### config.mk
export PLATFORM = sky130hd
export DESIGN_NAME = scs_spi_port
export DESIGN_NICKNAME = d
export VERILOG_FILES = /design/src/scs_pkg.sv /design/src/scs_srg_if.sv /design/src/scs_spi_port.sv /design/src/scs_sync2.sv /design/src/scs_bit_clock_gen.sv
export SDC_FILE = /design/constraint.sdc
export NUM_CORES = 1
export LEC_CHECK = 0
export BUFFER_PORTS_ARGS = -buffer_cell sky130_fd_sc_hd__buf_2
export CAP_MARGIN = 20
export CORE_MARGIN = 4
export CORE_UTILIZATION = 55
export DETAILED_ROUTE_END_ITERATION = 8
export PLACE_DENSITY_LB_ADDON = 0.2
export SLEW_MARGIN = 10
export SYNTH_ARGS = -nofsm -noshare
export SYNTH_HDL_FRONTEND = slang
export SYNTH_SLANG_ARGS = --single-unit
### constraint.sdc
create_clock -name mclk -period 4.65 [get_ports mclk]
set_input_delay 0 -clock mclk [delete_from_list [all_inputs] [get_ports mclk]]
set_output_delay 0 -clock mclk [all_outputs]
set_load 0.02 [all_outputs]
### src/scs_pkg.sv
// Purpose: Shared constants and types for the clock-stop serial port
// Assumes: 25 MHz mclk, AXI4-Lite register access
// Notes:   Offsets are byte addresses
package scs_pkg;
  // ----------------------------------------
  // Register map
  // ----------------------------------------
  localparam logic [7:0] OFF_CTRL   = 8'h00;
  localparam logic [7:0] OFF_DIV    = 8'h04;
  localparam logic [7:0] OFF_WLEN   = 8'h08;
  localparam logic [7:0] OFF_TXDATA = 8'h0C;
  localparam logic [7:0] OFF_RXDATA = 8'h10;
  localparam logic [7:0] OFF_STATUS = 8'h14;
  // ----------------------------------------
  // Control fields
  // ----------------------------------------
  localparam int CB_START   = 0;
  localparam int CB_VAR     = 1;
  localparam int CB_CLKPOL  = 3;
  localparam int CB_SRC     = 4;
  localparam int CB_TXCKDIR = 5;
  localparam int CB_RXCKDIR = 6;
  localparam int CB_TXSLDIR = 7;
  localparam int CB_RXSLDIR = 8;
  localparam int CB_TXSLPOL = 9;
  localparam int CB_RXSLPOL = 10;
  localparam int SB_BUSY    = 0;
  localparam int SB_DONE    = 1;
  // ----------------------------------------
  // Reset values and codes
  // ----------------------------------------
  localparam logic [31:0] RST_CTRL = 32'h0000061C;
  localparam logic [7:0]  RST_DIV  = 8'h01;
  localparam logic [4:0]  RST_WLEN = 5'h07;
  localparam logic [1:0]  VAR_A    = 2'h2;
  localparam logic [1:0]  VAR_B    = 2'h3;
  localparam logic [1:0]  RESP_OK  = 2'h0;
  localparam logic [1:0]  RESP_ERR = 2'h2;
  localparam int          MCLK_NS  = 40;
  localparam int          CPU_DIV  = 2;
  typedef enum logic [2:0] {ST_IDLE, ST_LEAD, ST_SHIFT, ST_TAIL, ST_SLAVE} scs_state_e;
endpackage

### src/scs_srg_if.sv
// Purpose: Link between the engine and the bit clock generator
// Assumes: Single mclk domain
// Notes:   ctl drives the generator, gen answers with phase pulses
interface scs_srg_if;
  logic       run;
  logic       start_low;
  logic       src_sel;
  logic       ext_tick;
  logic [7:0] div;
  logic       lvl;
  logic       rise_p;
  logic       fall_p;
  modport ctl (output run, start_low, src_sel, ext_tick, div, input lvl, rise_p, fall_p);
  modport gen (input run, start_low, src_sel, ext_tick, div, output lvl, rise_p, fall_p);
endinterface

### src/scs_spi_port.sv
// Purpose: Clock-stop SPI-compatible serial port, inverted clock polarity
// Assumes: AXI4-Lite slave, one outstanding read and one write
// Notes:   All pins pass two flops before use
// Behaviour
// [RL1] 10b master: data after falls, first fall H after select, select held T after.
// [RL2] 11b master: data after rises, first fall T after select, select held H.
// [RL3] Receive data is sampled on serial clock rising edges, all modes and roles.
// [RL4] Master releases data H after last rise (10b) or at it (11b).
// [RL5] Slave releases data output when select input returns high.
// [RL6] Slave shows first bit on select low; 11b master L after select.
// [RL7] Bit clock period is divider plus one input clock periods.
// [RL8] Even divider: high div/2+1, low div/2; odd: both (div+1)/2.
// [RL9] Divider input is CPU clock over two, or the external clock pin.
// [RL10] Master: transmit clock and select directions 1, receive directions 0.
// [RL11] Slave: all four direction bits are 0, clock and select come in.
// [RL12] Slave modes run the divider at half CPU clock, divider value 1; the code leaves CB_SRC and the divider register as written.
// [RL13] Select polarity 1 makes the master select pin active low.
// [RL14] Slave inverts the active-low select inputs before internal use.
// [RL15] Select goes low before the first rising edge of the transfer.
// [RL16] Word length setting gives bit count and select length in clocks.
//
// The register offsets and the AXI4-Lite slave port were decided locally.
module scs_spi_port
  import scs_pkg::*;
(
  input  wire logic        mclk,
  input  wire logic        rst,
  input  wire logic        s_axi_awvalid,
  output logic             s_axi_awready,
  input  wire logic [7:0]  s_axi_awaddr,
  input  wire logic [2:0]  s_axi_awprot,
  input  wire logic        s_axi_wvalid,
  output logic             s_axi_wready,
  input  wire logic [31:0] s_axi_wdata,
  input  wire logic [3:0]  s_axi_wstrb,
  output logic             s_axi_bvalid,
  input  wire logic        s_axi_bready,
  output logic      [1:0]  s_axi_bresp,
  input  wire logic        s_axi_arvalid,
  output logic             s_axi_arready,
  input  wire logic [7:0]  s_axi_araddr,
  input  wire logic [2:0]  s_axi_arprot,
  output logic             s_axi_rvalid,
  input  wire logic        s_axi_rready,
  output logic      [31:0] s_axi_rdata,
  output logic      [1:0]  s_axi_rresp,
  input  wire logic        ext_clock_pin,
  input  wire logic        tx_serial_clock_pin_i,
  output logic             tx_serial_clock_pin_o,
  output logic             tx_serial_clock_pin_oe,
  input  wire logic        tx_select_pin_i,
  output logic             tx_select_pin_o,
  output logic             tx_select_pin_oe,
  input  wire logic        rx_select_pin_i,
  input  wire logic        rx_data_pin,
  output logic             tx_data_pin_o,
  output logic             tx_data_pin_oe
);
  // ----------------------------------------
  // Pin synchronisers and bit clock
  // ----------------------------------------
  logic [4:0] sy;
  logic       sy_ext, sy_clk, sy_txs, sy_rxs, sy_rx;
  scs_srg_if  srg ();

  scs_sync2 #(.W(5)) u_sync (
    .mclk (mclk),
    .rst  (rst),
    .d    ({ext_clock_pin, tx_serial_clock_pin_i, tx_select_pin_i, rx_select_pin_i, rx_data_pin}),
    .q    (sy)
  );
  assign {sy_ext, sy_clk, sy_txs, sy_rxs, sy_rx} = sy;

  scs_bit_clock_gen u_gen (
    .mclk (mclk),
    .rst  (rst),
    .srg  (srg)
  );

  // ----------------------------------------
  // Register bus state
  // ----------------------------------------
  logic [31:0] ctrl_reg, ctrl_next;
  logic [7:0]  div_reg, div_next;
  logic [4:0]  wlen_reg, wlen_next;
  logic [31:0] txd_reg, txd_next;
  logic        done_reg, done_next;
  logic        start_reg, start_next;
  logic        awr_reg, awr_next, wr_reg, wr_next, bv_reg, bv_next;
  logic        arr_reg, arr_next, rv_reg, rv_next;
  logic [1:0]  br_reg, br_next, rr_reg, rr_next;
  logic [31:0] rd_reg, rd_next, wd_reg, wd_next, wm;
  logic [7:0]  wa_reg, wa_next;
  logic [3:0]  ws_reg, ws_next;
  // Engine state
  scs_state_e  st_reg, st_next;
  logic [31:0] tsh_reg, tsh_next, rsh_reg, rsh_next, rxd_reg, rxd_next;
  logic [5:0]  cnt_reg, cnt_next, bits;
  logic        sck_reg, sck_next, sel_reg, sel_next, dx_reg, dx_next, oe_reg, oe_next;
  logic        run_reg, run_next, dp_reg, dp_next;
  logic        ck_q_reg, sl_q_reg, ex_q_reg, tk_reg;
  logic        mst, slv, is_b, s_act, s_rise, s_fall, last;
  logic [1:0]  var_sel;

  assign var_sel = ctrl_reg[CB_VAR+1:CB_VAR];
  assign is_b    = (var_sel == VAR_B);
  assign bits    = {1'b0, wlen_reg} + 6'd1; // RL16
  assign mst = ctrl_reg[CB_TXCKDIR] & ctrl_reg[CB_TXSLDIR] & ~ctrl_reg[CB_RXCKDIR] & ~ctrl_reg[CB_RXSLDIR]; // RL10
  assign slv = ~(ctrl_reg[CB_TXCKDIR] | ctrl_reg[CB_TXSLDIR] | ctrl_reg[CB_RXCKDIR] | ctrl_reg[CB_RXSLDIR]); // RL11
  // Either select input may carry the enable
  assign s_act  = (sy_txs ^ ctrl_reg[CB_TXSLPOL]) | (sy_rxs ^ ctrl_reg[CB_RXSLPOL]); // RL14
  assign s_rise = sy_clk & ~ck_q_reg;
  assign s_fall = ~sy_clk & ck_q_reg;
  assign last   = (cnt_reg + 6'd1 == bits);
  assign wm     = {{8{ws_reg[3]}}, {8{ws_reg[2]}}, {8{ws_reg[1]}}, {8{ws_reg[0]}}};

  assign srg.run       = run_reg;
  assign srg.start_low = is_b;
  assign srg.src_sel   = ctrl_reg[CB_SRC]; // RL12
  assign srg.div       = div_reg;
  assign srg.ext_tick  = tk_reg;

  // ----------------------------------------
  // AXI4-Lite slave and registers
  // ----------------------------------------
  always_comb begin
    ctrl_next  = ctrl_reg;
    div_next   = div_reg;
    wlen_next  = wlen_reg;
    txd_next   = txd_reg;
    start_next = 1'b0;
    // Hardware set wins over a same-cycle software clear
    done_next  = done_reg;
    awr_next = awr_reg; wr_next = wr_reg; bv_next = bv_reg; br_next = br_reg;
    arr_next = arr_reg; rv_next = rv_reg; rr_next = rr_reg; rd_next = rd_reg;
    wa_next  = wa_reg;  wd_next = wd_reg; ws_next = ws_reg;
    if (s_axi_awvalid && awr_reg) begin
      wa_next  = s_axi_awaddr;
      awr_next = 1'b0;
    end
    if (s_axi_wvalid && wr_reg) begin
      wd_next = s_axi_wdata;
      ws_next = s_axi_wstrb;
      wr_next = 1'b0;
    end
    if (!awr_reg && !wr_reg && !bv_reg) begin
      bv_next = 1'b1;
      br_next = RESP_OK;
      case ({wa_reg[7:2], 2'b00})
        OFF_CTRL: begin
          ctrl_next  = (ctrl_reg & ~wm) | (wd_reg & wm);
          ctrl_next[CB_START] = 1'b0;
          start_next = ws_reg[0] & wd_reg[CB_START];
        end
        OFF_DIV:    if (ws_reg[0]) div_next = wd_reg[7:0];
        OFF_WLEN:   if (ws_reg[0]) wlen_next = wd_reg[4:0];
        OFF_TXDATA: txd_next = (txd_reg & ~wm) | (wd_reg & wm);
        OFF_STATUS: if (ws_reg[0] && wd_reg[SB_DONE]) done_next = 1'b0;
        OFF_RXDATA: br_next = RESP_OK;
        default:    br_next = RESP_ERR;
      endcase
    end
    if (bv_reg && s_axi_bready) begin
      bv_next  = 1'b0;
      awr_next = 1'b1;
      wr_next  = 1'b1;
    end
    if (s_axi_arvalid && arr_reg) begin
      arr_next = 1'b0;
      rv_next  = 1'b1;
      rr_next  = RESP_OK;
      case ({s_axi_araddr[7:2], 2'b00})
        OFF_CTRL:   rd_next = ctrl_reg;
        OFF_DIV:    rd_next = {24'h000000, div_reg};
        OFF_WLEN:   rd_next = {27'h0000000, wlen_reg};
        OFF_TXDATA: rd_next = txd_reg;
        OFF_RXDATA: rd_next = rxd_reg;
        OFF_STATUS: rd_next = {30'h00000000, done_reg, st_reg != ST_IDLE};
        default: begin
          rd_next = 32'h00000000;
          rr_next = RESP_ERR;
        end
      endcase
    end
    if (rv_reg && s_axi_rready) begin
      rv_next  = 1'b0;
      arr_next = 1'b1;
    end
    if (dp_reg) done_next = 1'b1;
  end

  always_ff @(posedge mclk) begin
    if (rst) begin
      ctrl_reg <= RST_CTRL; div_reg <= RST_DIV; wlen_reg <= RST_WLEN;
      txd_reg  <= 32'h00000000; done_reg <= 1'b0; start_reg <= 1'b0;
      awr_reg  <= 1'b1; wr_reg <= 1'b1; bv_reg <= 1'b0; br_reg <= RESP_OK;
      arr_reg  <= 1'b1; rv_reg <= 1'b0; rr_reg <= RESP_OK; rd_reg <= 32'h00000000;
      wa_reg   <= 8'h00; wd_reg <= 32'h00000000; ws_reg <= 4'h0;
    end else begin
      ctrl_reg <= ctrl_next; div_reg <= div_next; wlen_reg <= wlen_next;
      txd_reg  <= txd_next; done_reg <= done_next; start_reg <= start_next;
      awr_reg  <= awr_next; wr_reg <= wr_next; bv_reg <= bv_next; br_reg <= br_next;
      arr_reg  <= arr_next; rv_reg <= rv_next; rr_reg <= rr_next; rd_reg <= rd_next;
      wa_reg   <= wa_next; wd_reg <= wd_next; ws_reg <= ws_next;
    end
  end

  // ----------------------------------------
  // Transfer engine
  // ----------------------------------------
  always_comb begin
    st_next  = st_reg;  tsh_next = tsh_reg; rsh_next = rsh_reg; rxd_next = rxd_reg;
    cnt_next = cnt_reg; sck_next = sck_reg; sel_next = sel_reg;
    dx_next  = dx_reg;  oe_next  = oe_reg;  dp_next  = 1'b0;
    case (st_reg)
      ST_IDLE: begin
        sck_next = 1'b1;
        sel_next = 1'b0;
        cnt_next = 6'd0;
        tsh_next = txd_reg << (5'd31 - wlen_reg);
        if (start_reg && mst) begin
          sel_next = 1'b1; // RL15
          st_next  = is_b ? ST_LEAD : ST_SHIFT;
        end else if (slv && s_act) begin
          // First bit goes out on select alone, no clock edge needed
          dx_next  = tsh_next[31]; // RL6
          oe_next  = 1'b1;
          tsh_next = tsh_next << 1;
          st_next  = ST_SLAVE;
        end
      end
      ST_LEAD: if (srg.rise_p) begin
        dx_next  = tsh_reg[31]; // RL6
        oe_next  = 1'b1;
        tsh_next = tsh_reg << 1;
        st_next  = ST_SHIFT;
      end
      ST_SHIFT: begin
        if (srg.fall_p) begin
          sck_next = 1'b0;
          if (!is_b) begin
            dx_next  = tsh_reg[31]; // RL1
            oe_next  = 1'b1;
            tsh_next = tsh_reg << 1;
          end
        end
        if (srg.rise_p) begin
          sck_next = 1'b1;
          rsh_next = {rsh_reg[30:0], sy_rx}; // RL3
          cnt_next = cnt_reg + 6'd1;
          if (last) begin
            rxd_next = {rsh_reg[30:0], sy_rx};
            st_next  = ST_TAIL; // RL16
            if (is_b) oe_next = 1'b0; // RL4
          end else if (is_b) begin
            dx_next  = tsh_reg[31]; // RL2
            tsh_next = tsh_reg << 1;
          end
        end
      end
      ST_TAIL: begin
        if (srg.fall_p) begin
          if (!is_b) begin
            oe_next = 1'b0; // RL4
          end else begin
            sel_next = 1'b0; // RL2
            dp_next  = 1'b1;
            st_next  = ST_IDLE;
          end
        end
        if (srg.rise_p && !is_b) begin
          sel_next = 1'b0; // RL1
          dp_next  = 1'b1;
          st_next  = ST_IDLE;
        end
      end
      ST_SLAVE: begin
        if (!s_act) begin
          oe_next  = 1'b0; // RL5
          rxd_next = rsh_reg;
          dp_next  = 1'b1;
          st_next  = ST_IDLE;
        end else begin
          if (s_rise) begin
            rsh_next = {rsh_reg[30:0], sy_rx}; // RL3
            cnt_next = cnt_reg + 6'd1;
            if (is_b && !last) begin
              dx_next  = tsh_reg[31];
              tsh_next = tsh_reg << 1;
            end
          end
          if (s_fall && !is_b && cnt_reg != 6'd0 && cnt_reg < bits) begin
            dx_next  = tsh_reg[31];
            tsh_next = tsh_reg << 1;
          end
        end
      end
      default: st_next = ST_IDLE;
    endcase
    run_next = (st_next == ST_LEAD) || (st_next == ST_SHIFT) || (st_next == ST_TAIL);
  end

  always_ff @(posedge mclk) begin
    if (rst) begin
      st_reg  <= ST_IDLE; tsh_reg <= 32'h00000000; rsh_reg <= 32'h00000000;
      rxd_reg <= 32'h00000000; cnt_reg <= 6'd0; sck_reg <= 1'b1; sel_reg <= 1'b0;
      dx_reg  <= 1'b0; oe_reg <= 1'b0; run_reg <= 1'b0; dp_reg <= 1'b0;
      ck_q_reg <= 1'b1; sl_q_reg <= 1'b1; ex_q_reg <= 1'b1; tk_reg <= 1'b0;
      tx_select_pin_o <= 1'b1;
    end else begin
      st_reg  <= st_next; tsh_reg <= tsh_next; rsh_reg <= rsh_next;
      rxd_reg <= rxd_next; cnt_reg <= cnt_next; sck_reg <= sck_next; sel_reg <= sel_next;
      dx_reg  <= dx_next; oe_reg <= oe_next; run_reg <= run_next; dp_reg <= dp_next;
      ck_q_reg <= sy_clk; sl_q_reg <= s_act; ex_q_reg <= sy_ext;
      tk_reg   <= sy_ext & ~ex_q_reg;
      tx_select_pin_o <= sel_next ^ ctrl_reg[CB_TXSLPOL]; // RL13
    end
  end

  assign s_axi_awready = awr_reg;
  assign s_axi_wready  = wr_reg;
  assign s_axi_bvalid  = bv_reg;
  assign s_axi_bresp   = br_reg;
  assign s_axi_arready = arr_reg;
  assign s_axi_rvalid  = rv_reg;
  assign s_axi_rdata   = rd_reg;
  assign s_axi_rresp   = rr_reg;
  assign tx_serial_clock_pin_o  = sck_reg;
  assign tx_serial_clock_pin_oe = ctrl_reg[CB_TXCKDIR];
  assign tx_select_pin_oe       = ctrl_reg[CB_TXSLDIR];
  assign tx_data_pin_o          = dx_reg;
  assign tx_data_pin_oe         = oe_reg;

  // ----------------------------------------
  // Checks
  // ----------------------------------------
  logic [9:0] per_reg;
  logic       seen_reg;
  always_ff @(posedge mclk) begin
    if (rst || !run_reg) begin
      per_reg  <= 10'd0;
      seen_reg <= 1'b0;
    end else begin
      per_reg  <= srg.rise_p ? 10'd1 : per_reg + 10'd1;
      seen_reg <= seen_reg | srg.rise_p;
    end
  end
endmodule

### src/scs_sync2.sv
// Purpose: Two-flop synchroniser for pin inputs
// Assumes: Inputs are asynchronous levels
// Notes:   First stage is read only by the second
module scs_sync2 #(
  parameter int W = 1
) (
  input  wire logic         mclk,
  input  wire logic         rst,
  input  wire logic [W-1:0] d,
  output logic      [W-1:0] q
);
  logic [W-1:0] s1_reg;
  for (genvar i = 0; i < W; i++) begin : g_bit
    always_ff @(posedge mclk) begin
      if (rst) begin
        s1_reg[i] <= 1'b1;
        q[i]      <= 1'b1;
      end else begin
        s1_reg[i] <= d[i];
        q[i]      <= s1_reg[i];
      end
    end
  end
endmodule

### src/scs_bit_clock_gen.sv
// Purpose: Sample-rate divider producing the bit clock phases
// Assumes: ext_tick is a one-cycle pulse per external clock rising edge
// Notes:   A zero divider is stretched to one tick per phase
module scs_bit_clock_gen
  import scs_pkg::*;
(
  input  wire logic mclk,
  input  wire logic rst,
  scs_srg_if.gen    srg
);
  logic       tog_reg, tog_next;
  logic [8:0] cnt_reg, cnt_next;
  logic       ph_reg, ph_next;
  logic       rise_reg, rise_next;
  logic       fall_reg, fall_next;
  logic [8:0] half, hi_len, lo_len;
  logic       tick;

  assign tick = srg.src_sel ? tog_reg : srg.ext_tick; // RL9
  assign half = ({1'b0, srg.div} + 9'd1) >> 1;

  always_comb begin
    hi_len    = (srg.div == 8'h00) ? 9'd1 : (srg.div[0] ? half : {2'b00, srg.div[7:1]} + 9'd1); // RL8
    lo_len    = (srg.div == 8'h00) ? 9'd1 : (srg.div[0] ? half : {2'b00, srg.div[7:1]}); // RL8
    tog_next  = ~tog_reg;
    cnt_next  = cnt_reg;
    ph_next   = ph_reg;
    rise_next = 1'b0;
    fall_next = 1'b0;
    if (!srg.run) begin
      cnt_next = 9'd0;
      ph_next  = ~srg.start_low;
    end else if (tick) begin
      // Period is hi_len + lo_len = divider + 1 ticks, or 2 ticks for a zero divider
      if (cnt_reg + 9'd1 >= (ph_reg ? hi_len : lo_len)) begin // RL7
        cnt_next  = 9'd0;
        ph_next   = ~ph_reg;
        rise_next = ~ph_reg;
        fall_next = ph_reg;
      end else begin
        cnt_next = cnt_reg + 9'd1;
      end
    end
  end

  always_ff @(posedge mclk) begin
    if (rst) begin
      tog_reg  <= 1'b0;
      cnt_reg  <= 9'd0;
      ph_reg   <= 1'b1;
      rise_reg <= 1'b0;
      fall_reg <= 1'b0;
    end else begin
      tog_reg  <= tog_next;
      cnt_reg  <= cnt_next;
      ph_reg   <= ph_next;
      rise_reg <= rise_next;
      fall_reg <= fall_next;
    end
  end

  assign srg.lvl    = ph_reg;
  assign srg.rise_p = rise_reg;
  assign srg.fall_p = fall_reg;
endmodule

### Word level (Yosys, flattened, before mapping)

Index checks and enable logic that the tools add are counted.

* shift operators: 1
* reductions and logical operators: 56
* $lt $le $gt $ge: 2
* $add $sub $neg: 6
* eq/ne operators: 34
* muxes and demuxes: 91
* bitwise gates (word level): 34

Operator list (number)
* $mux 32: 18
* $pmux 32 s6: 1
* $pmux 32 s2: 2
* $pmux 32 s4: 1
* $and 32x32->32: 3
* $or 32x32->32: 2
* $mux 9: 5
* $mux 1: 41
* $not 32->32: 1
* $shl 32x5->32: 1
* $mux 3: 9
* $eq 6x2->1 const B: 4
* $eq 6x3->1 const B: 4
* $mux 6: 3
* $pmux 6 s3: 1
* $logic_and 1x1->1: 15
* $pmux 3 s5: 1
* $ne 2x2->1 const B: 7
* $not 1->1: 14
* $reduce_and 7->1: 2
* $eq 3x2->1 const B: 4
* $eq 6x1->1 const B: 2
* $logic_not 6->1: 2
* $reduce_and 4->1: 3
* other kinds (39): 78

* logic and storage cells: 271
* bits in registers: 301
* bits of input ports: 70

### Longest topological paths before layout

Gate-level depths: netlist of the first run.

* depth in word-level cells: 11
* gate-level depth with buffers: 15

### Cells and area by module

A second synthesis of the first run with hierarchy kept.

* cell total of the unflattened synthesis: 1777
* area, all modules: 14911.8 um2

Modules (own cells, without submodules)
* scs_spi_port: cells each 1626, area an instance 13551.7 um2, instances 1
* scs_bit_clock_gen: cells each 131, area an instance 1097.3 um2, instances 1
* scs_sync2: cells each 20, area an instance 262.8 um2, instances 1

### Worst setup path after synthesis of the first run

No wires, ideal clock.

* path type: reg2reg
* from: reg div_reg[0]
* to: reg u_gen.cnt_reg[1]
* path slack: 1.362 ns
* clock period less this slack: 3.288 ns
* stages on the path, launching flop included: 16
* arrival: 3.228 ns
* buffers on the path: 0
* path through: dfxtp_1 -> inv_1 -> ha_1 -> or4b_2 -> nor4_1 -> nor3_1 -> a21oi_1 -> ha_1 -> nor2b_1 -> o21a_1 -> o21ai_0 -> a21oi_1 -> o31ai_1 -> nand2_1 -> nor3_1 -> a22o_1

* longest elaborated chain between the ends: 6
* elaborated cells between the ends (all ways): 9

Ends and longest elaborated chain
* start, declared: line scs_spi_port.sv:84 `logic [7:0] div_reg, div_next;`
* start signal, assigned: line scs_spi_port.sv:200 `ctrl_reg <= ctrl_next; div_reg <= div_next; wlen_reg <= wlen_next;`
* $add 8x1->9: line scs_bit_clock_gen.sv:20 `assign half = ({1'b0, srg.div} + 9'd1) >> 1;`
* $mux 8 / $mux 9 (equally long branches): line scs_bit_clock_gen.sv:24, scs_bit_clock_gen.sv:23
* $mux 9, on equally long branches: line scs_bit_clock_gen.sv:24, scs_bit_clock_gen.sv:23
* $mux 9 *: line scs_bit_clock_gen.sv:35 `if (cnt_reg + 9'd1 >= (ph_reg ? hi_len : lo_len)) begin`
* $ge 9x9->1 *: line scs_bit_clock_gen.sv:35
* $mux 9 *: line scs_bit_clock_gen.sv:35
* end signal, assigned: line scs_bit_clock_gen.sv:55 `cnt_reg <= cnt_next;`
* end, declared: line scs_bit_clock_gen.sv:12 `logic [8:0] cnt_reg, cnt_next;`

Mark *: on every way between the ends. The rest lies on a longest branch, timed or not.
A chain may end at the register's enable or synchronous reset.

### Worst setup path in the final report of the first run

* from: reg div_reg[0]
* to: reg u_gen.cnt_reg[7]

The elaborated chain is that of the path after synthesis.

==> results.json, run 1 <==
{
  "drt_iter0_drc": 1503,
  "die_h_um": 172,
  "final_util_pct": 66.2,
  "cp-end-kind": "register",
  "synth_xor_area_share_pct": 1.41,
  "post_cts_resize_count": 0,
  "yosysMostFrequentCell": "nand2_1",
  "holdCritStartpoint": "s_axi_araddr[4]",
  "cts.sinks": 297,
  "grt_pass1_wl_um": 69500,
  "synth-simple-area-share_pct": 21.1,
  "ys_ff_latch": 297,
  "cp_max_fo": 10,
  "antenna_found_initial": 0,
  "slew_violations": 0,
  "pre_cts_slack_ns": 0.875,
  "crit_chain": "inv_1, ha_1, or4b_2, nor4_1, nor3_1, a21oi_1, ha_1, nor2b_1, o21a_1, o21ai_0, a21oi_1, o31ai_1, nand2_1, nor3_1, a22o_1",
  "n_antenna_cell": 0,
  "dp_cells": 2127,
  "synth-async-reset-ratio_pct": 0,
  "synth_edf_count": 0,
  "drv_cap": 0,
  "drt_wl_total_um": 43100,
  "core_sq_um": 26300,
  "clk_latency_ns": 0.58,
  "post_drt_wl_per_cell_um": 19.0,
  "setup_slack_ns": 0.848,
  "numCtsBuffers": 31,
  "synth_top_area_cell": "dfxtp_1",
  "syn_area_sq_um": 14900,
  "die_w_um": 172,
  "p_leak_nw": 7.06,
  "area_growth_pct": 17.2,
  "hp-class": "primary input to register",
  "synth_top_family_by_area": "simple AND/OR/NAND/NOR gates",
  "initial_core_util_pct": 56.5,
  "p_per_area_nw_per_um2": 327,
  "muxShareOfSynthArea_pct": 12.6,
  "io_buffers": 104,
  "synth_ff_type": "dfxtp_1",
  "drc_errors": 0,
  "finClkSkew_ns": 0.0247,
  "vias_per_cell": 6.15,
  "fin_crit_ns": 3.80,
  "synth_top_cell_area_share_pct": 40.0,
  "die_area_sq_um": 29700,
  "finalSetupTns_ns": 0,
  "hold_viol": 0,
  "drive_gt1_share_pct": 13.9,
  "vias": 13900,
  "synth-seq-area-share_pct": 40.0,
  "slowest_stage": "or4b_2",
  "clock.fmax_mhz": 263,
  "ir_drop_v": 0.000328,
  "startpoint_type": "register",
  "synthAdderAreaFrac_pct": 1.85,
  "syn_area_per_cell_sq_um": 8.29,
  "synth_compound_area_share_pct": 19.0,
  "grt_util_all_layers_pct": 28.6,
  "dpl.hpwl_um": 28400,
  "routabilityCongestion": 0.949,
  "cp.required_ns": 5.17,
  "first_pass_iters": 7,
  "first_global_vias": 13100,
  "nFillCells": 2138,
  "grt_overflow_total": 0,
  "synth_cell_types": 69,
  "critPathBufInv": 1,
  "synth.area.top_cells": "dfxtp_1 40%, nand2_1 7.9%, mux2i_1 7.3%",
  "synth_common_cells": "312 x nand2_1, 297 x dfxtp_1, 243 x nor2_1",
  "layout.nets": 1998,
  "slew_headroom_pct": 38.7,
  "synth-warning-count": 0,
  "clock_tree.root_cell": "clkbuf_16",
  "worstPathArrival_ns": 4.32,
  "outcome": "finished, final reports clean",
  "reg2reg_slack_ns": 0.85,
  "grt_start_max_net_pins": 91,
  "tightest_slew_ns": 0.920,
  "clk_path_buf_depth": 3,
  "cts_tree": "built",
  "critical-path-top-delay-family": "simple AND/OR/NAND/NOR gates",
  "startpoint": "div_reg[0]",
  "stdcell_count": 2266,
  "clk_pin_slew_ns": 0.06,
  "setup_viol": 0,
  "reg2reg_from": "div_reg[0]",
  "min_period_over_period_pct": 81.8,
  "io_pins": 117,
  "rsz0062_at_grt": "false",
  "path_class": "register to register",
  "postRouteAntennaNets": 0,
  "slowest_delay_ns": 0.58,
  "synthesis.instances": 1791,
  "htree_levels": 1,
  "rows": 59
}
timing repair:
item | 4_1_cts | 5_1_grt
buffers inserted | 0 | 0
hold buffers | 79 | 0
endpoints found under the hold margin | 102 | 0
metrics by stage:
step / area (sq um) / hold slack (ns) / total power, mW
floorplan: 14900 / 0.100 / 2.91
global placement: 15500 / 0.185 / 3.01
detailed placement: 15500 / 0.186 / 3.02
CTS: 17400 / 0.0209 / 5.72
global route: 17400 / 0.0577 / 5.87
finish: 17400 / 0.0760 / 5.70
power breakdown:
group	total (mW)	internal, mW	switching, mW
Combinational	0.375	0.146	0.229
Clock	2.67	1.61	1.07
Sequential	2.65	2.60	0.0513
Total	5.70	4.35	1.35
per-layer routing:
layer / global-route usage, % / routed length [um] / up-vias
li1: - / - / 6637
met1: 39.0 / 18800 / 6673
met2: 47.4 / 20300 / 533
met3: 3.86 / 2820 / 91
met4: 8.34 / 1190 / 0
met5: 0 / 0 / -
placed cells by master, fill, tap and decap left out, types with 7 or more instances in the layout:
cell / synthesis / routed
a211oi_1: 9 / 9
a22o_1: 8 / 8
dfxtp_1: 297 / 294
nor3_1: 31 / 30
nand2b_1: 9 / 9
and2_1: 15 / 15
xor2_1: 13 / 13
a22oi_1: 11 / 11
ha_1: 22 / 22
a31oi_1: 10 / 10
buf_2: 16 / 103
a311oi_1: 33 / 33
a221o_1: 22 / 22
a21o_1: 7 / 7
nand4_1: 8 / 8
o21ai_0: 43 / 43
buf_4: 5 / 24
nand3_1: 41 / 41
mux2_2: 27 / 27
clkbuf_16: 0 / 31
mux4_2: 21 / 21
nor2_1: 243 / 242
xnor2_1: 9 / 9
a222oi_1: 29 / 29
nand2_1: 312 / 311
a221oi_1: 10 / 10
nor2b_1: 13 / 13
o22ai_1: 7 / 7
nor4_1: 10 / 9
or2_2: 19 / 19
inv_1: 13 / 13
and3_1: 15 / 15
mux2i_1: 109 / 109
dlygate4sd3_1: 0 / 79
a21oi_1: 159 / 159
worst register-to-register path, stage by stage, from the launching register on:
cell and delay [ns]:
dfxtp_1 0.41, inv_1 0.10, ha_1 0.15, or4b_2 0.58, nor4_1 0.32, nor3_1 0.10, a21oi_1 0.19, ha_1 0.28
nor2b_1 0.14, o21a_1 0.15, o21ai_0 0.16, a21oi_1 0.10, o31ai_1 0.28, nand2_1 0.18, nor3_1 0.43, a22o_1 0.19
kinds of logic after synthesis:
kind of cell / count (synthesis)
buffers and inverters: 145
adder cells (fa/ha/maj): 22
XOR/XNOR: 23
other: 1
AND/OR/NAND/NOR: 734
multiplexers: 157
flip-flops: 297
AO/OA/AOI/OAI: 412
area by class of cell:
cell class                      count  area (sq um)  share of cell area (%)
Timing Repair Buffer              209          1520                    8.73
Clock inverter                     17           243                    1.39
Inverter                           17          63.8                   0.367
Clock buffer                       41           873                    5.02
Multi-Input combinational cell   1350          8340                    47.9
Sequential cell                   297          5950                    34.2
Tap cell                          335           419                    2.41
final timing paths:
check / to / cells past startpoint
worst max register to register: u_gen.cnt_reg[7] / 15
worst min register to register: srg.ext_tick / 1
worst max-delay path: u_gen.cnt_reg[7] / 15
worst min-delay path: s_axi_rdata[0] / 5
Power figures use the tool's default switching activity.
==> run 2, diff against run 1 <==
==> constraint.sdc (replaced) <==
create_clock -name mclk -period 3.07 [get_ports mclk]
set_input_delay 0 -clock mclk [delete_from_list [all_inputs] [get_ports mclk]]
set_output_delay 0 -clock mclk [all_outputs]
set_load 0.02 [all_outputs]
==> run 2 against run 1 <==
Compared with the run above: the flow now finishes with violations (setup timing); wire length is 2.1% higher; combinational power is 52% higher; clock skew fell by 0.011 ns; via count rose by 0.95%; clock power grew 48%; sequential power increased by 52%; die area unchanged; final cell count rose by 0.88%; sequential share of layout area shrank 0.43 points; highest routed layer unchanged; critical endpoint is now u_gen.cnt_reg[1]; global-route usage increased by 0.45 points; worst setup slack worse by 0.91 ns; core utilization is 0.89 points higher.
==> results.json, run 2 (synthesis gave the netlist of run 1 again) <==
{
  "outcome": "complete, but fails checks",
  "violations": "setup timing",
  "core_sq_um": 26300,
  "rsz0062_at_grt": "true",
  "final_util_pct": 67.1,
  "drc_errors": 0,
  "cts.sinks": 297,
  "setup_viol": 5,
  "routabilityCongestion": 0.989,
  "rows": 59,
  "die_w_um": 172,
  "drv_cap": 0,
  "reg2reg_from": "div_reg[1]",
  "htree_levels": 1,
  "vias_per_cell": 6.15,
  "finClkSkew_ns": 0.0141,
  "drt_wl_total_um": 44000,
  "postRouteAntennaNets": 0,
  "die_area_sq_um": 29700,
  "die_h_um": 172,
  "fin_crit_ns": 3.13,
  "dpl.hpwl_um": 29400,
  "top_layer": "met4",
  "grt_overflow_total": 0,
  "hold_viol": 0,
  "grt_start_max_net_pins": 241,
  "worstPathArrival_ns": 3.65,
  "setup_slack_ns": -0.0642,
  "cp.required_ns": 3.59,
  "grt_util_all_layers_pct": 29.0,
  "p_per_area_nw_per_um2": 484,
  "ff2ff_path_depth": 16,
  "cts_tree": "built",
  "drive_gt1_share_pct": 16.1,
  "hp-class": "primary input to register",
  "met2WireLength_um": 20400,
  "path_class": "register to register",
  "layout.nets": 2019,
  "vias": 14100,
  "min_to": "s_axi_rdata[0]",
  "cp_max_fo": 4,
  "slowest_delay_ns": 0.46,
  "layout_common_cells": "309 x nand2_1, 291 x dfxtp_1, 242 x nor2_1, 158 x a21oi_1, 109 x mux2i_1",
  "ir_drop_v": 0.000511,
  "startpoint_type": "register",
  "clk_latency_ns": 0.58,
  "io_buffers": 104,
  "io_pins": 117,
  "dpl_cell_area_sq_um": 15800,
  "area_growth_pct": 18.8,
  "regToRegEndpoint": "u_gen.cnt_reg[1]",
  "first_global_vias": 13300,
  "crit_chain": "inv_2, ha_4, or4b_4, nor4_4, nor3_2, a21oi_2, ha_1, nor2b_1, o21a_1, o21ai_1, a21oi_1, o31ai_2, nand2_2, buf_6, nor3_4, a22o_1",
  "antenna_found_initial": 0,
  "drt_iter0_drc": 1605,
  "final_common_cell": "nand2_1",
  "routed-wl-met3_um": 3270,
  "clock.fmax_mhz": 319,
  "holdCritStartpoint": "s_axi_araddr[4]",
  "met1Wirelength_um": 19000,
  "grt_pass1_wl_um": 70500,
  "p_leak_nw": 7.18,
  "clk_path_buf_depth": 3,
  "clock_tree.root_cell": "clkbuf_16",
  "first_pass_iters": 7,
  "initial_core_util_pct": 56.5,
  "slew_headroom_pct": 23.3,
  "post_drt_wl_per_cell_um": 19.2,
  "clk_pin_slew_ns": 0.06,
  "cp-end-kind": "register",
  "n_antenna_cell": 0,
  "tightest_slew_ns": 1.15,
  "stdcell_area_sq_um": 17600,
  "min_period_over_period_pct": 102,
  "holdPathStages": 5,
  "slowest_stage": "or4b_4",
  "reg2reg_slack_ns": -0.06,
  "numCtsBuffers": 31,
  "slew_violations": 0
}
[run 2: changes by cell type in the layout (fill, tap and decap cells not counted), moves of 3 or more]
cell           delta
buf_12            +4
buf_4            +29
clkinv_4          -4
dfxtp_1           -3
dfxtp_2           +3
dlygate4sd3_1    -12
[run 2: area by class of cell]
type | instances | area, sq um
clock buffers | 44 | 905
clock inverters | 13 | 186
fillers | 2154 | 8640
inverters | 17 | 63.8
multi-input cells | 1350 | 8420
flip-flops and latches | 297 | 5950
well taps | 335 | 419
repair buffers | 230 | 1700
[run 2: worst max path at each step]
stage / start / to / slack (ns)
floorplan: div_reg[0] / u_gen.cnt_reg[0] / -0.08
global placement: div_reg[1] / u_gen.cnt_reg[0] / -0.15
detailed placement: div_reg[1] / u_gen.cnt_reg[3] / -0.29
CTS: div_reg[1] / u_gen.cnt_reg[0] / -0.03
global route: div_reg[0] / u_gen.cnt_reg[7] / -0.28
finish: div_reg[1] / u_gen.cnt_reg[1] / -0.06
[run 2: worst max-delay path, delay by kind of cell, from the launching register on]
kind / cells / cell delay, ns
and+or+nand+nor: 6 / 1.23
AOI/OAI and AO/OA: 6 / 0.94
adders and majority gates: 2 / 0.36
DFF: 1 / 0.32
buffers and inverters: 2 / 0.22
[run 2: power by group]
part           leakage [nW]  internal, mW  switching [mW]
Clock                 0.540          2.39            1.57
Sequential             2.41          3.94          0.0756
Combinational          4.23         0.223           0.348
Total                  7.18          6.55            1.99
[run 2: through the flow]
stage / std cells / setup TNS, ns / hold WS, ns / total power [mW] / worst slack, ns
final: 2286 / -0.267 / 0.0719 / 8.54 / -0.0642
after global routing: 2286 / -2.10 / 0.0802 / 8.83 / -0.280
after CTS: 2286 / -0.0659 / 0.0319 / 8.59 / -0.0343
after detailed placement: 2159 / -2.07 / 0.185 / 4.59 / -0.291
after global placement: 2158 / -0.885 / 0.182 / 4.58 / -0.150
after floorplan: 1792 / -0.0804 / 0.100 / 4.40 / -0.0804
[run 2: repair_timing]
action / in CTS / in global routing
endpoints found under the hold margin: 69 / 0
buffers inserted: 3 / 1
pin swaps: 11 / 4
endpoints found under the setup margin: 10 / 19
hold buffers: 67 / 0
resized for setup: 5 / 12
[run 2: per-layer routing]
metal,vias to the layer above,GRT usage [%]
li1,6693,-
met5,-,0
met2,604,47.0
met1,6665,39.8
met4,0,8.95
met3,104,4.94
==> run 3, diff against run 2 <==
--- a/config.mk
+++ b/config.mk
@@ -9,6 +9,7 @@
 export CAP_MARGIN = 20
 export CORE_MARGIN = 4
 export CORE_UTILIZATION = 55
+export CTS_BUF_LIST = sky130_fd_sc_hd__clkbuf_8
 export DETAILED_ROUTE_END_ITERATION = 8
 export PLACE_DENSITY_LB_ADDON = 0.2
 export SLEW_MARGIN = 10
==> run 3 against run 2 <==
Compared with the run above: the flow still finishes with violations (setup timing); die area stayed put; global-route usage is 0.55 points higher; worst setup slack better by 0.061 ns; combinational power hardly changed; critical path depth stayed put; clock skew is 0.017 ns higher; hold slack better by 0.030 ns; sequential share of layout area is 0.13 points higher; final area is 0.40% lower; clock-buffer cell count is 18 higher; sequential cell count stayed put; largest cell class unchanged; highest routed layer unchanged.
==> results.json, run 3 (synthesis gave the netlist of run 1 again) <==
{
  "p_clk_share_pct": 44.2,
  "path_class": "register to register",
  "setup_slack_ns": -0.00338,
  "die_h_um": 172,
  "ff2ff_path_depth": 16,
  "drt_wl_total_um": 44800,
  "htree_levels": 2,
  "holdPathStages": 5,
  "grt_pass1_wl_um": 71700,
  "ir_drop_v": 0.000463,
  "routabilityCongestion": 0.989,
  "antenna_found_initial": 0,
  "violations": "setup timing",
  "combPwrFrac_pct": 7.0,
  "cp-end-kind": "register",
  "grt_start_max_net_pins": 241,
  "min_period_over_period_pct": 100,
  "initial_core_util_pct": 56.5,
  "p_per_area_nw_per_um2": 468,
  "clock_tree.root_cell": "clkbuf_8",
  "p_switching_mw": 2.06,
  "postRouteAntennaNets": 0,
  "dpl.hpwl_um": 29400,
  "drc_errors": 0,
  "hold_viol": 0,
  "fin_crit_ns": 3.07,
  "io_pins": 117,
  "layout_common_cells": "310 x nand2_1, 291 x dfxtp_1, 242 x nor2_1, 158 x a21oi_1, 109 x mux2i_1",
  "clk_path_buf_depth": 3,
  "cts.sinks": 297,
  "worstPathArrival_ns": 3.58,
  "clk_latency_ns": 0.59,
  "vias_per_cell": 6.17,
  "p_leak_nw": 7.21,
  "dpl_cell_area_sq_um": 15800,
  "cellInternalPower_mw": 6.17,
  "die_w_um": 172,
  "area_growth_pct": 18.3,
  "clock.fmax_mhz": 325,
  "core_sq_um": 26300,
  "io_buffers": 104,
  "drt_iter0_drc": 1563,
  "first_pass_iters": 9,
  "outcome": "complete, but fails checks",
  "finClkSkew_ns": 0.0314,
  "first_global_vias": 13500,
  "cp.required_ns": 3.57,
  "startpoint_type": "register",
  "sequentialPowerShare_pct": 48.8,
  "vias": 14300,
  "grt_util_all_layers_pct": 29.5,
  "layout.nets": 2037,
  "rows": 59,
  "final_common_cell": "nand2_1",
  "setup_viol": 2,
  "numCtsBuffers": 49,
  "tightest_slew_ns": 1.33,
  "n_antenna_cell": 0,
  "cts_tree": "built",
  "die_area_sq_um": 29700,
  "final_util_pct": 66.9,
  "post_drt_wl_per_cell_um": 19.3,
  "sw_frac_of_total_pct": 25.0,
  "hp-class": "primary input to register",
  "drive_gt1_share_pct": 17.0,
  "slew_headroom_pct": 11.5,
  "drv_cap": 0,
  "clk_pin_slew_ns": 0.06,
  "slew_violations": 0,
  "grt_overflow_total": 0,
  "cp_max_fo": 4,
  "rsz0062_at_grt": "true",
  "stdcell_area_sq_um": 17600
}
==> run 3: cell types whose count changed in the layout (fill, tap and decap cells not counted), sizes merged <==
cell / before / now
inv: 16 / 26
clkinv: 9 / 13
clkinvlp: 1 / 2
bufinv: 4 / 2
clkbuf: 44 / 62
==> run 3: path summary, 6_finish.rpt <==
path	startpoint	to	slack [ns]
worst min register to register	ex_q_reg	srg.ext_tick	0.41
worst max-delay path	div_reg[1]	u_gen.cnt_reg[1]	-0.003
worst min-delay path	s_axi_araddr[4]	s_axi_rdata[0]	0.10
worst max register to register	div_reg[1]	u_gen.cnt_reg[1]	-0.003
==> run 3: layout make-up <==
class,count,area [sq um]
multi-input combinational,1350,8400
sequential,297,5950
inverter,17,63.8
fill,2186,8710
tap,335,419
clock buffer,62,853
clock inverter,26,190
timing repair buffer,230,1690
==> run 3: critical path, cell delays in order, from the launching register on <==
cell and delay, ns:
dfxtp_2 0.32, inv_2 0.07, ha_4 0.12, or4b_4 0.46, nor4_4 0.20, nor3_2 0.08, a21oi_2 0.12, ha_1 0.24
nor2b_1 0.13, o21a_1 0.16, o21ai_1 0.12, a21oi_1 0.09, o31ai_2 0.25, nand2_2 0.13, buf_6 0.15, nor3_4 0.22
a22o_1 0.16
==> run 3: what timing repair did <==
item	4_1_cts	5_1_grt
endpoints found under the hold margin	69	0
resized for setup	5	6
hold buffers	67	0
setup endpoints to repair	11	18
buffers inserted	3	1
pin swaps	12	2
==> run 3: power groups by stage <==
stage | Clock, mW | Sequential [mW] | Combinational [mW]
after global placement | 0 | 4.09 | 0.484
after global routing | 3.89 | 4.02 | 0.625
after detailed placement | 0 | 4.10 | 0.491
final | 3.64 | 4.02 | 0.574
after floorplan | 0 | 4.08 | 0.324
after CTS | 3.70 | 4.01 | 0.561
==> run 3: metrics by stage <==
step | std cells | TNS (ns) | hold slack, ns | worst slack (ns) | power, mW
after floorplan | 1792 | -0.0804 | 0.100 | -0.0804 | 4.40
after global placement | 2158 | -0.885 | 0.182 | -0.150 | 4.58
after detailed placement | 2159 | -2.07 | 0.185 | -0.291 | 4.59
after CTS | 2316 | -0.155 | 0.0162 | -0.0571 | 8.28
after global routing | 2317 | -1.64 | 0.0839 | -0.207 | 8.53
final | 2317 | -0.00598 | 0.102 | -0.00338 | 8.23
==> run 3: metal layers <==
metal	track usage (%)	vias up	routed length (um)
li1	-	6726	-
met4	10.1	0	1440
met5	0	-	0
met2	47.4	639	20700
met3	4.96	113	3450
met1	40.6	6826	19200
